`src/inc/vdsr_pkg.sv`:
```
// Behaviour
// - Hue value is signed two's complement, about 0.35 degree a step, +-45 degrees.
// - Hue value resets to zero, meaning no hue rotation.
// - Writing one to a request bit arms that decode and waits for data.
// - Finished decode stores its two bytes and sets its ready flag at 0x10.
// - Request register is write-only; bits 0..2 request caption, extended, blanking id.
// - Writing one to any request bit clears all three ready flags first.
// - Delay code: 000 none; 101/110/111 delay 3/1/1; 001/010/011 advance 2/2/3.
// - Delay unit is 12.2727MHz cycle in wide modes, else 13.5MHz cycle.
// - Status bit 0 reads one when no input signal is present.
// - Status bit 1 reads one while colour killer is active.
// - Status bit 2 reads one on converter input overflow.
// - Status bit 3 reads one when vertical lock is lost.
// - Status bit 4 reads zero in sync gain mode, one in peak mode.
// - Status bit 5 reads one while caption bytes are held.
// - Status bit 6 reads one while extended bytes are held.
// - Status bit 7 reads one while blanking id bytes are held.
// - Data bytes read at 0x12/0x13, 0x14/0x15, 0x16/0x17.
`default_nettype none
package vdsr_pkg;
  // Serial bus address of the device; value is arbitrary
  localparam logic [6:0] VDSR_DEV_ADDR = 7'h21;
  localparam logic [7:0] VDSR_SA_HUE = 8'h09;
  localparam logic [7:0] VDSR_SA_REQ = 8'h0a;
  localparam logic [7:0] VDSR_SA_DELAY = 8'h0b;
  localparam logic [7:0] VDSR_SA_STATUS = 8'h10;
  localparam logic [7:0] VDSR_SA_CC_LO = 8'h12;
  localparam logic [7:0] VDSR_SA_CC_HI = 8'h13;
  localparam logic [7:0] VDSR_SA_EXT_LO = 8'h14;
  localparam logic [7:0] VDSR_SA_EXT_HI = 8'h15;
  localparam logic [7:0] VDSR_SA_BID_LO = 8'h16;
  localparam logic [7:0] VDSR_SA_BID_HI = 8'h17;
  localparam logic [7:0] VDSR_HUE_RST = 8'h00;
  localparam logic [2:0] VDSR_DELAY_RST = 3'h0;
  localparam logic [15:0] VDSR_DATA_RST = 16'h0000;
  localparam logic [7:0] VDSR_RD_ZERO = 8'h00;
  localparam int VDSR_NKIND = 3;
  localparam int VDSR_REQ_CC = 0;
  localparam int VDSR_REQ_EXT = 1;
  localparam int VDSR_REQ_BID = 2;
  localparam int VDSR_DLY_W = 3;
  localparam logic [3:0] VDSR_BIT_LAST = 4'h7;
  localparam logic [3:0] VDSR_BIT_ACK = 4'h8;
  localparam logic [3:0] VDSR_BIT_ONE = 4'h1;
  localparam logic [3:0] VDSR_BIT_FIRST = 4'h0;
  typedef enum logic [2:0] {
    VDSR_ST_IDLE,
    VDSR_ST_ADDR,
    VDSR_ST_SUB,
    VDSR_ST_WR,
    VDSR_ST_RD
  } vdsr_state_t;
endpackage : vdsr_pkg
`default_nettype wire

```
`src/rtl/vdsr_regs.sv`:
```
`timescale 1ns/10ps
`default_nettype none
module vdsr_regs
  import vdsr_pkg::*;
(
  input wire logic clk_sys_in,
  input wire logic rst_b_in,
  input wire logic scl_in,
  input wire logic sda_in,
  output logic sda_out,
  output logic sda_oe_out,
  input wire logic input_absent_in,
  input wire logic chroma_suppress_active_in,
  input wire logic input_overflow_in,
  input wire logic vertical_lock_lost_in,
  input wire logic gain_mode_indicator_in,
  input wire logic wide_mode_in,
  input wire logic [VDSR_NKIND-1:0] decode_done_in,
  input wire logic [15:0] caption_bytes_in,
  input wire logic [15:0] extended_bytes_in,
  input wire logic [15:0] blanking_id_bytes_in,
  output logic signed [7:0] hue_adjust_out,
  output logic [VDSR_NKIND-1:0] decode_armed_out,
  output logic signed [2:0] luma_offset_cycles_out,
  output logic luma_offset_unit_wide_out
);

  ////////////////////////////////////////////////////////////////////////////
  // Pin sampling: three stages, a change counts when stages two and three agree
  logic [2:0] scl_sync_q;
  logic [2:0] sda_sync_q;
  logic scl_f_q;
  logic sda_f_q;
  logic scl_rise;
  logic scl_fall;
  logic bus_start;
  logic bus_stop;

  always_ff @(posedge clk_sys_in or negedge rst_b_in) begin
    if (!rst_b_in) begin
      scl_sync_q <= 3'h7;
      sda_sync_q <= 3'h7;
    end else begin
      scl_sync_q <= {scl_sync_q[1:0], scl_in};
      sda_sync_q <= {sda_sync_q[1:0], sda_in};
    end
  end

  always_ff @(posedge clk_sys_in or negedge rst_b_in) begin
    if (!rst_b_in) begin
      scl_f_q <= 1'b1;
      sda_f_q <= 1'b1;
    end else begin
      if (scl_sync_q[1] == scl_sync_q[2]) begin
        scl_f_q <= scl_sync_q[2];
      end
      if (sda_sync_q[1] == sda_sync_q[2]) begin
        sda_f_q <= sda_sync_q[2];
      end
    end
  end

  wire scl_new = (scl_sync_q[1] == scl_sync_q[2]) ? scl_sync_q[2] : scl_f_q;
  wire sda_new = (sda_sync_q[1] == sda_sync_q[2]) ? sda_sync_q[2] : sda_f_q;
  assign scl_rise = scl_new & ~scl_f_q;
  assign scl_fall = ~scl_new & scl_f_q;
  assign bus_start = scl_f_q & scl_new & sda_f_q & ~sda_new;
  assign bus_stop = scl_f_q & scl_new & ~sda_f_q & sda_new;

  ////////////////////////////////////////////////////////////////////////////
  // Register state
  logic [7:0] hue_q;
  logic [VDSR_DLY_W-1:0] delay_q;
  logic [VDSR_NKIND-1:0] armed_q;
  logic [VDSR_NKIND-1:0] ready_q;
  logic [4:0] cond_q;
  logic [15:0] cc_q;
  logic [15:0] ext_q;
  logic [15:0] bid_q;
  logic [7:0] sub_q;
  logic wr_en;
  logic [7:0] wr_data;
  logic req_hit;
  logic [VDSR_NKIND-1:0] done_hit;

  function automatic logic [7:0] vdsr_read(input logic [7:0] sa);
    logic [7:0] v;
    v = VDSR_RD_ZERO;
    unique case (sa)
      VDSR_SA_HUE: v = hue_q;
      VDSR_SA_DELAY: v = {5'h00, delay_q};
      VDSR_SA_STATUS: v = {ready_q, cond_q};
      VDSR_SA_CC_LO: v = cc_q[7:0];
      VDSR_SA_CC_HI: v = cc_q[15:8];
      VDSR_SA_EXT_LO: v = ext_q[7:0];
      VDSR_SA_EXT_HI: v = ext_q[15:8];
      VDSR_SA_BID_LO: v = bid_q[7:0];
      VDSR_SA_BID_HI: v = bid_q[15:8];
      // Request register is write-only, so it reads as zero
      default: v = VDSR_RD_ZERO;
    endcase
    return v;
  endfunction

  // Signed luma shift in delay units; positive means luma later than chroma
  function automatic logic signed [2:0] vdsr_offset(input logic [2:0] code);
    logic signed [2:0] o;
    o = 3'sd0;
    unique case (code)
      3'b101: o = 3'sd3;
      3'b110: o = 3'sd1;
      3'b111: o = 3'sd1;
      3'b001: o = -3'sd2;
      3'b010: o = -3'sd2;
      3'b011: o = -3'sd3;
      default: o = 3'sd0;
    endcase
    return o;
  endfunction

  // Read data for this and the next sub-address, ready for the shifter
  logic [7:0] sub_inc;
  logic [7:0] rd_cur;
  logic [7:0] rd_nxt;

  always_comb begin
    sub_inc = sub_q + 8'h01;
    rd_cur = vdsr_read(sub_q);
    rd_nxt = vdsr_read(sub_inc);
  end

  ////////////////////////////////////////////////////////////////////////////
  // Serial bus slave
  vdsr_state_t state_q;
  logic [3:0] bit_q;
  logic [7:0] shift_q;
  logic rw_q;
  logic mack_q;
  logic sda_oe_q;
  logic sda_out_q;

  assign wr_en = scl_fall && (bit_q == VDSR_BIT_LAST) && (state_q == VDSR_ST_WR);
  assign wr_data = shift_q;

  always_ff @(posedge clk_sys_in or negedge rst_b_in) begin
    if (!rst_b_in) begin
      state_q <= VDSR_ST_IDLE;
      bit_q <= VDSR_BIT_FIRST;
      shift_q <= 8'h00;
      rw_q <= 1'b0;
      mack_q <= 1'b1;
      sda_oe_q <= 1'b0;
      sub_q <= 8'h00;
    end else if (bus_start) begin
      state_q <= VDSR_ST_ADDR;
      // Clock fall closing the start is no bit, so it brings the count to the first bit
      bit_q <= VDSR_BIT_FIRST - VDSR_BIT_ONE;
      sda_oe_q <= 1'b0;
    end else if (bus_stop) begin
      state_q <= VDSR_ST_IDLE;
      sda_oe_q <= 1'b0;
    end else if (state_q != VDSR_ST_IDLE) begin
      if (scl_rise) begin
        if (bit_q == VDSR_BIT_ACK) begin
          mack_q <= sda_new;
        end else if (state_q != VDSR_ST_RD) begin
          shift_q <= {shift_q[6:0], sda_new};
        end
      end else if (scl_fall) begin
        if (bit_q == VDSR_BIT_LAST) begin
          bit_q <= VDSR_BIT_ACK;
          unique case (state_q)
            VDSR_ST_ADDR: begin
              if (shift_q[7:1] == VDSR_DEV_ADDR) begin
                rw_q <= shift_q[0];
                sda_oe_q <= 1'b1;
              end else begin
                state_q <= VDSR_ST_IDLE;
              end
            end
            VDSR_ST_SUB: begin
              sub_q <= shift_q;
              sda_oe_q <= 1'b1;
            end
            VDSR_ST_WR: begin
              sda_oe_q <= 1'b1;
            end
            VDSR_ST_RD: begin
              // Let the master answer in the ack slot
              sda_oe_q <= 1'b0;
            end
            default: state_q <= VDSR_ST_IDLE;
          endcase
        end else if (bit_q == VDSR_BIT_ACK) begin
          bit_q <= VDSR_BIT_FIRST;
          sda_oe_q <= 1'b0;
          unique case (state_q)
            VDSR_ST_ADDR: begin
              if (rw_q) begin
                state_q <= VDSR_ST_RD;
                shift_q <= rd_cur;
                sda_oe_q <= ~rd_cur[7];
              end else begin
                state_q <= VDSR_ST_SUB;
              end
            end
            VDSR_ST_SUB: state_q <= VDSR_ST_WR;
            VDSR_ST_WR: sub_q <= sub_q + 8'h01;
            VDSR_ST_RD: begin
              // Master nack ends the read; auto-increment on ack
              if (mack_q) begin
                state_q <= VDSR_ST_IDLE;
              end else begin
                sub_q <= sub_inc;
                shift_q <= rd_nxt;
                sda_oe_q <= ~rd_nxt[7];
              end
            end
            default: state_q <= VDSR_ST_IDLE;
          endcase
        end else begin
          bit_q <= bit_q + VDSR_BIT_ONE;
          if (state_q == VDSR_ST_RD) begin
            shift_q <= {shift_q[6:0], 1'b0};
            sda_oe_q <= ~shift_q[6];
          end
        end
      end
    end
  end

  // Open drain: the line is only ever pulled low
  always_ff @(posedge clk_sys_in or negedge rst_b_in) begin
    if (!rst_b_in) begin
      sda_out_q <= 1'b0;
    end else begin
      sda_out_q <= 1'b0;
    end
  end

  ////////////////////////////////////////////////////////////////////////////
  // Control registers
  always_ff @(posedge clk_sys_in or negedge rst_b_in) begin
    if (!rst_b_in) begin
      hue_q <= VDSR_HUE_RST;
      delay_q <= VDSR_DELAY_RST;
    end else if (wr_en) begin
      if (sub_q == VDSR_SA_HUE) begin
        hue_q <= wr_data;
      end
      if (sub_q == VDSR_SA_DELAY) begin
        delay_q <= wr_data[VDSR_DLY_W-1:0];
      end
    end
  end

  ////////////////////////////////////////////////////////////////////////////
  // Blanking data requests and ready flags
  assign req_hit = wr_en && (sub_q == VDSR_SA_REQ) && (|wr_data[VDSR_NKIND-1:0]);
  assign done_hit = decode_done_in & armed_q;

  always_ff @(posedge clk_sys_in or negedge rst_b_in) begin
    if (!rst_b_in) begin
      armed_q <= '0;
      ready_q <= '0;
    end else begin
      // A decode that lands with the clearing write still raises its flag
      armed_q <= (armed_q & ~done_hit) |
                 (req_hit ? wr_data[VDSR_NKIND-1:0] : '0);
      ready_q <= (req_hit ? '0 : ready_q) | done_hit;
    end
  end

  always_ff @(posedge clk_sys_in or negedge rst_b_in) begin
    if (!rst_b_in) begin
      cc_q <= VDSR_DATA_RST;
      ext_q <= VDSR_DATA_RST;
      bid_q <= VDSR_DATA_RST;
    end else begin
      if (done_hit[VDSR_REQ_CC]) begin
        cc_q <= caption_bytes_in;
      end
      if (done_hit[VDSR_REQ_EXT]) begin
        ext_q <= extended_bytes_in;
      end
      if (done_hit[VDSR_REQ_BID]) begin
        bid_q <= blanking_id_bytes_in;
      end
    end
  end

  ////////////////////////////////////////////////////////////////////////////
  // Live decoder conditions and outputs
  always_ff @(posedge clk_sys_in or negedge rst_b_in) begin
    if (!rst_b_in) begin
      cond_q <= 5'h00;
    end else begin
      cond_q <= {gain_mode_indicator_in,
                 vertical_lock_lost_in,
                 input_overflow_in,
                 chroma_suppress_active_in,
                 input_absent_in};
    end
  end

  always_ff @(posedge clk_sys_in or negedge rst_b_in) begin
    if (!rst_b_in) begin
      hue_adjust_out <= 8'sh00;
      decode_armed_out <= '0;
      luma_offset_cycles_out <= 3'sd0;
      luma_offset_unit_wide_out <= 1'b0;
    end else begin
      hue_adjust_out <= $signed(hue_q);
      decode_armed_out <= armed_q;
      luma_offset_cycles_out <= vdsr_offset(delay_q);
      luma_offset_unit_wide_out <= wide_mode_in;
    end
  end

  assign sda_oe_out = sda_oe_q;
  assign sda_out = sda_out_q;
endmodule // vdsr_regs
`default_nettype wire

```
`config.mk`:
```
export PLATFORM = sky130hd
export DESIGN_NAME = vdsr_regs
export DESIGN_NICKNAME = d
export VERILOG_FILES = /design/src/inc/vdsr_pkg.sv /design/src/rtl/vdsr_regs.sv
export SDC_FILE = /design/constraint.sdc
export NUM_CORES = 1
export LEC_CHECK = 0
export BUFFER_PORTS_ARGS = -buffer_cell sky130_fd_sc_hd__buf_2
export CAP_MARGIN = 40
export CORE_MARGIN = 2
export CORE_UTILIZATION = 45
export DETAILED_ROUTE_END_ITERATION = 8
export PLACE_DENSITY = 0.72
export SLEW_MARGIN = 20
export SYNTH_ARGS = -nofsm -noshare
export SYNTH_HDL_FRONTEND = slang
export SYNTH_SLANG_ARGS = --single-unit
```
`constraint.sdc`:
```
create_clock -name clk_sys_in -period 7.8 [get_ports clk_sys_in]
set_input_delay 1.17 -clock clk_sys_in [delete_from_list [all_inputs] [get_ports clk_sys_in]]
set_output_delay 1.17 -clock clk_sys_in [all_outputs]
set_load 0.05 [all_outputs]
```
-- Yosys cells after proc, flatten, opt, wreduce, memory -nomap -nowiden
Index checks and enable logic that the tools add are counted.
- word-level logic and storage cells: 182
- output and inout bits: 17
- bits of input ports: 61
- register bits: 119
- reductions and logical operators: 30
- eq/ne operators: 51
- bitwise gates (word level): 22
- mux-type cells: 54
- add/sub/neg operators: 2
- operator list (kind ; number):
    8-bit one-hot mux with 9 select lines ; 2
    8-bit by 5-bit == test with 1-bit output (second input constant) ; 14
    8-bit 2-to-1 mux ; 13
    8-bit by 4-bit == test with 1-bit output (second input constant) ; 5
    3-bit 2-to-1 mux ; 12
    8-bit one-hot mux with 2 select lines ; 2
    4-bit 2-to-1 mux ; 7
    3-bit one-hot mux with 4 select lines ; 2
    3-bit nonzero test ; 6
    8-bit AND reduction ; 2
    5-bit inequality test (second input constant) ; 3
    1-bit 2-to-1 mux ; 13
    3-bit by 2-bit == test with 1-bit output (second input constant) ; 4
    3-bit == test (second input constant) ; 4
    3-bit inequality test (second input constant) ; 4
    11-bit AND reduction ; 1
    1-bit inverter ; 10
    9-bit AND reduction ; 1
    8-bit by 1-bit adder with 8-bit output (second input constant) ; 1
    4-bit inequality test (second input constant) ; 2
    2-bit nonzero test ; 4
    1-bit AND ; 7
    7-bit by 6-bit == test with 1-bit output (second input constant) ; 1
    3-bit AND ; 2
    23 further kinds ; 37

-- Logic depth before layout (Yosys ltp)
- depth after elaboration: 13
- depth in mapped cells: 12
- gate-level depth less buffers: 11

-- Worst setup path before layout
OpenSTA, ideal clock, no wires.
- path kind: flip-flop to flip-flop
- from: register scl_f_q
- to: register shift_q[1]
- required time: 7.671 ns
- buffers on the path: 2
- stages on the path, launching flop included: 12
- library setup time: 0.129 ns
- setup slack: 5.332 ns
- period minus slack after synthesis: 2.468 ns
- arrival: 2.339 ns
- cells stage by stage: dfstp_2 -> a21o_1 -> o21ai_0 -> inv_1 -> ha_1 -> clkbuf_1 -> nor2_1 -> a21oi_1 -> a211oi_4 -> buf_2 -> mux2i_1 -> o31ai_1
- word-level cells in the longest chain between the ends: 6
- elaborated cells on any way between the ends: 20
- those cells by class: eq/ne (3); mux (2); bitwise (11); reduce/logical (4)
- ends and longest elaborated chain (what ; RTL line ; text):
    start, declared ; vdsr_regs.sv:32 ; logic scl_f_q;
    start signal, assigned ; vdsr_regs.sv:55 ; scl_f_q <= scl_sync_q[2];
    1-bit 2-to-1 mux (*) ; - ;
    net scl_new ; vdsr_regs.sv:63 ; wire scl_new = (scl_sync_q[1] == scl_sync_q[2]) ? scl_sync_q[2] : scl_f_q;
    1-bit AND ; vdsr_regs.sv:67, vdsr_regs.sv:68 ;
    1-bit AND, on equally long branches (2 in a row) ; vdsr_regs.sv:68, vdsr_regs.sv:67 ;
    1-bit inverter (no line) ; - ;
    11-bit AND reduction (no line) ; - ;
    end signal, assigned ; vdsr_regs.sv:167 ; shift_q <= {shift_q[6:0], sda_new};
    end signal, assigned ; vdsr_regs.sv:201 ; shift_q <= rd_cur;
    end signal, assigned ; vdsr_regs.sv:215 ; shift_q <= rd_nxt;
    end, declared ; vdsr_regs.sv:136 ; logic [7:0] shift_q;
The timed path passes the listed nets; every way through them passes the cells marked *.
A chain may end at the register's enable or synchronous reset.

-- Final worst setup path
- from: register scl_f_q
- to: register shift_q[5]
The elaborated chain is that of the path after synthesis.

==> results.py <==
metrics = {
    "run_status": {
        "status": "complete, no violations",
    },
    "global_routing": {
        "antenna_found_initial": 0,
        "grt_pass1_wl_um": 28600,
        "grt_overflow": 0,
        "grt_max_degree": 63,
        "first_global_vias": 5218,
        "grt_use_total": 0.251,
    },
    "timing": {
        "rsz0062_at_grt": "false",
        "max-slew-margin-rel": 0.476,
        "layout_setup_ws_ps": 4580,
        "fin_crit_sh": 0.413,
        "final_max_slew_viol_count": 0,
        "worst_pin_slew_ps": 784,
        "period_needed_ps": 3220,
        "fmaxAchievable_ghz": 0.310,
        "finClkSkew_ps": 7.22,
        "setup_viol": 0,
        "hold_viol": 0,
        "fin_tns_setup_ps": 0,
    },
    "setup_path": {
        "r2r_cells": 9,
        "worst_setup_path_start_kind": "register",
        "required_ps": 8100,
        "crit_path_max_fanout": 16,
        "end_kind": "register",
        "crit_type": "reg2reg",
        "r2r_start": "scl_f_q$_DFF_PN1_",
        "path_cells": "a21o_1 -> o21ai_0 -> inv_1 -> ha_1 -> nor2_1 -> a21oi_1 -> a211oi_4 -> nand2_1 -> o31a_1",
        "slowest_stage": "a211oi_4",
        "slowest_delay_ps": 600,
        "worstReg2RegEnd": "shift_q[5]$_DFFE_PN0P_",
        "worstPathArrival_ps": 3520,
        "ff2ff_setup_slack_ps": 4580,
    },
    "finish": {
        "fin_util": 0.545,
        "diodes": 0,
        "multi_input_area_um2": 3040,
        "final-seq-area_um2": 2990,
        "drive_gt1_frac": 0.279,
        "fill_cells": 1230,
        "final_cells": 876,
        "synthToLayoutAreaGrowth_pct": 18.9,
        "fin_nets": 755,
    },
    "cts": {
        "post_cts_buffers": 0,
        "cts_resized": 0,
        "cts-root-buf": "clkbuf_16",
        "ctsHoldBuffers": 0,
        "cts_buffers": 17,
        "path_clk_slew_ps": 60,
        "numClockSinks": 119,
        "clk_latency_ps": 420,
        "clockBufferDepth": 2,
        "cts_tree": "built",
        "htree_levels": 4,
    },
    "floorplanning": {
        "core_area_um2": 13800,
        "fp.dieW_um": 122,
        "io_pins": 78,
        "dieArea_um2": 15000,
        "placementRows": 43,
        "initial_core_util": 0.458,
        "die_h_um": 122,
    },
    "yosys": {
        "postSynthAreaPerCell_um2": 10.2,
        "synth-edff-count": 0,
        "syn_inst": 619,
        "ys_types": 66,
        "synthArstFlopShare": 1.00,
        "ys_ff_latch": 119,
        "synthFlopType": "dfrtp_1",
        "synth_nets": 691,
        "netlist_area_um2": 6310,
        "synth-seq-area-share": 0.474,
        "ys_warn_count": 0,
    },
    "power_and_ir_drop": {
        "p_leak_uw": 0.00325,
        "power.density_nw_per_um2": 244,
        "total_power_uw": 1830,
        "peakVddDrop_mv": 0.170,
    },
    "placement": {
        "pre_cts_slack_ps": 4590,
        "place_congestion": 0.855,
        "hpwl_um": 12800,
        "dpl.cell_count": 841,
        "place.port_buffers": 76,
    },
    "route": {
        "initialDrtViolationCount": 552,
        "route.detailed.drc": 0,
        "wl_um": 17800,
        "detail_route.wl_per_cell_um": 20.3,
        "num_vias": 5357,
        "first_pass_iters": 6,
        "vias_per_cell": 6.12,
        "postRouteAntennaNets": 0,
    },
    "min_path": {
        "min_to": "sda_sync_q[1]$_DFF_PN1_",
        "hold_class": "reg2reg",
        "hold_depth": 0,
        "worstHoldStart": "sda_sync_q[0]$_DFF_PN1_",
    },
    "job": {
        "maxCapViolCount": 0,
    },
}
critical path, delay by kind of cell (launching register included):
family	cells	cell delay (ps)
compound gates	5	1490
simple gates	2	770
flops	1	390
fa+ha+maj	1	320
buf+inv	1	130
Yosys cell counts (all sizes together), types with 4 or more instances:
cell    count  area share
dfrtp     110        0.44
mux2       62        0.11
nand2      51       0.030
nor2       42       0.025
o21ai      33       0.026
a21oi      30       0.024
clkbuf     29       0.017
inv        25       0.015
a22oi      18       0.021
nand3      18       0.014
a222oi     14       0.022
a221oi     13       0.018
o22ai      13       0.013
a31oi      12       0.012
buf        11       0.012
ha         11       0.022
nor3       11      0.0087
a22o        9       0.012
dfstp       9       0.037
o22a        7      0.0097
a21boi      6      0.0071
nand2b      6      0.0059
or3         6      0.0067
a211oi      5      0.0087
nand4       5      0.0050
o31a        5      0.0069
o31ai       5      0.0059
and2        4      0.0040
or2         4      0.0040
placed cells by master, fill, tap and decap left out, types with 5 or more instances in the layout:
| master | instances |
|---|---|
| a21oi_1 | 30 |
| ha_1 | 11 |
| a222oi_1 | 14 |
| nand4_1 | 5 |
| nand2_1 | 51 |
| a221oi_1 | 13 |
| o31a_1 | 5 |
| nor3_1 | 11 |
| dfrtp_1 | 110 |
| mux2_2 | 62 |
| dfstp_2 | 9 |
| o31ai_1 | 5 |
| nand3_1 | 18 |
| o22ai_1 | 13 |
| inv_1 | 25 |
| a22o_1 | 9 |
| clkbuf_16 | 17 |
| a21boi_0 | 5 |
| bufinv_16 | 5 |
| a22oi_1 | 18 |
| nand2b_1 | 6 |
| or3_1 | 5 |
| nor2_1 | 42 |
| o22a_1 | 7 |
| buf_2 | 77 |
| a31oi_1 | 12 |
| o21ai_0 | 33 |
how the worst max path moves through the flow:
stage | from | end | slack, ps
floorplan | scl_f_q$_DFF_PN1_ | shift_q[1]$_DFFE_PN0P_ | 5330
global placement | sub_q[1]$_DFFE_PN0P_ | shift_q[7]$_DFFE_PN0P_ | 4630
detailed placement | scl_f_q$_DFF_PN1_ | shift_q[5]$_DFFE_PN0P_ | 4590
CTS | scl_f_q$_DFF_PN1_ | shift_q[5]$_DFFE_PN0P_ | 4610
global route | scl_f_q$_DFF_PN1_ | shift_q[5]$_DFFE_PN0P_ | 4370
finish | scl_f_q$_DFF_PN1_ | shift_q[5]$_DFFE_PN0P_ | 4580
registers in the layout (all words and copies together), names as in the netlist, 4 cells and up:
signal and flops:
bid_q 16, bit_q 4, cc_q 16, cond_q 5, ext_q 16, hue_adjust_out 8, hue_q 8, shift_q 8
sub_q 8
cell type report:
cell class | instances | share of cell area
well taps | 180 | 0.0300
clock inverters | 14 | 0.0297
inverters | 25 | 0.0125
repair buffers | 85 | 0.0651
clock buffers | 18 | 0.0586
multi-input cells | 435 | 0.406
flip-flops and latches | 119 | 0.399
report_power, final:
group          total [µW]  switching (µW)  internal (µW)
logic                 210             117           93.1
registers             745            70.1            675
clock network         876             298            578
cell families after synthesis:
family	Yosys count	synth area share
compound gates	189	0.213
simple gates	168	0.130
flops	119	0.474
mux	65	0.115
buf+inv	65	0.0442
fa+ha+maj	11	0.0218
other cells	1	0.000594
xor+xnor	1	0.00139
routing by layer:
metal | up-vias | wire, µm | global-route usage
met5 | - | 0 | 0
met4 | 0 | 308 | 0.0769
met3 | 26 | 1080 | 0.0567
met2 | 212 | 8360 | 0.390
met1 | 2671 | 8060 | 0.349
li1 | 2448 | - | -
metrics by stage:
stage / instance area, µm² / hold WS [ps]
final: 7500 / 356
after global routing: 7500 / 361
after CTS: 7450 / 359
after detailed placement: 6790 / 351
after global placement: 6760 / 351
after floorplan: 6310 / 345
Note: power is estimated with default switching activity, not from simulation.
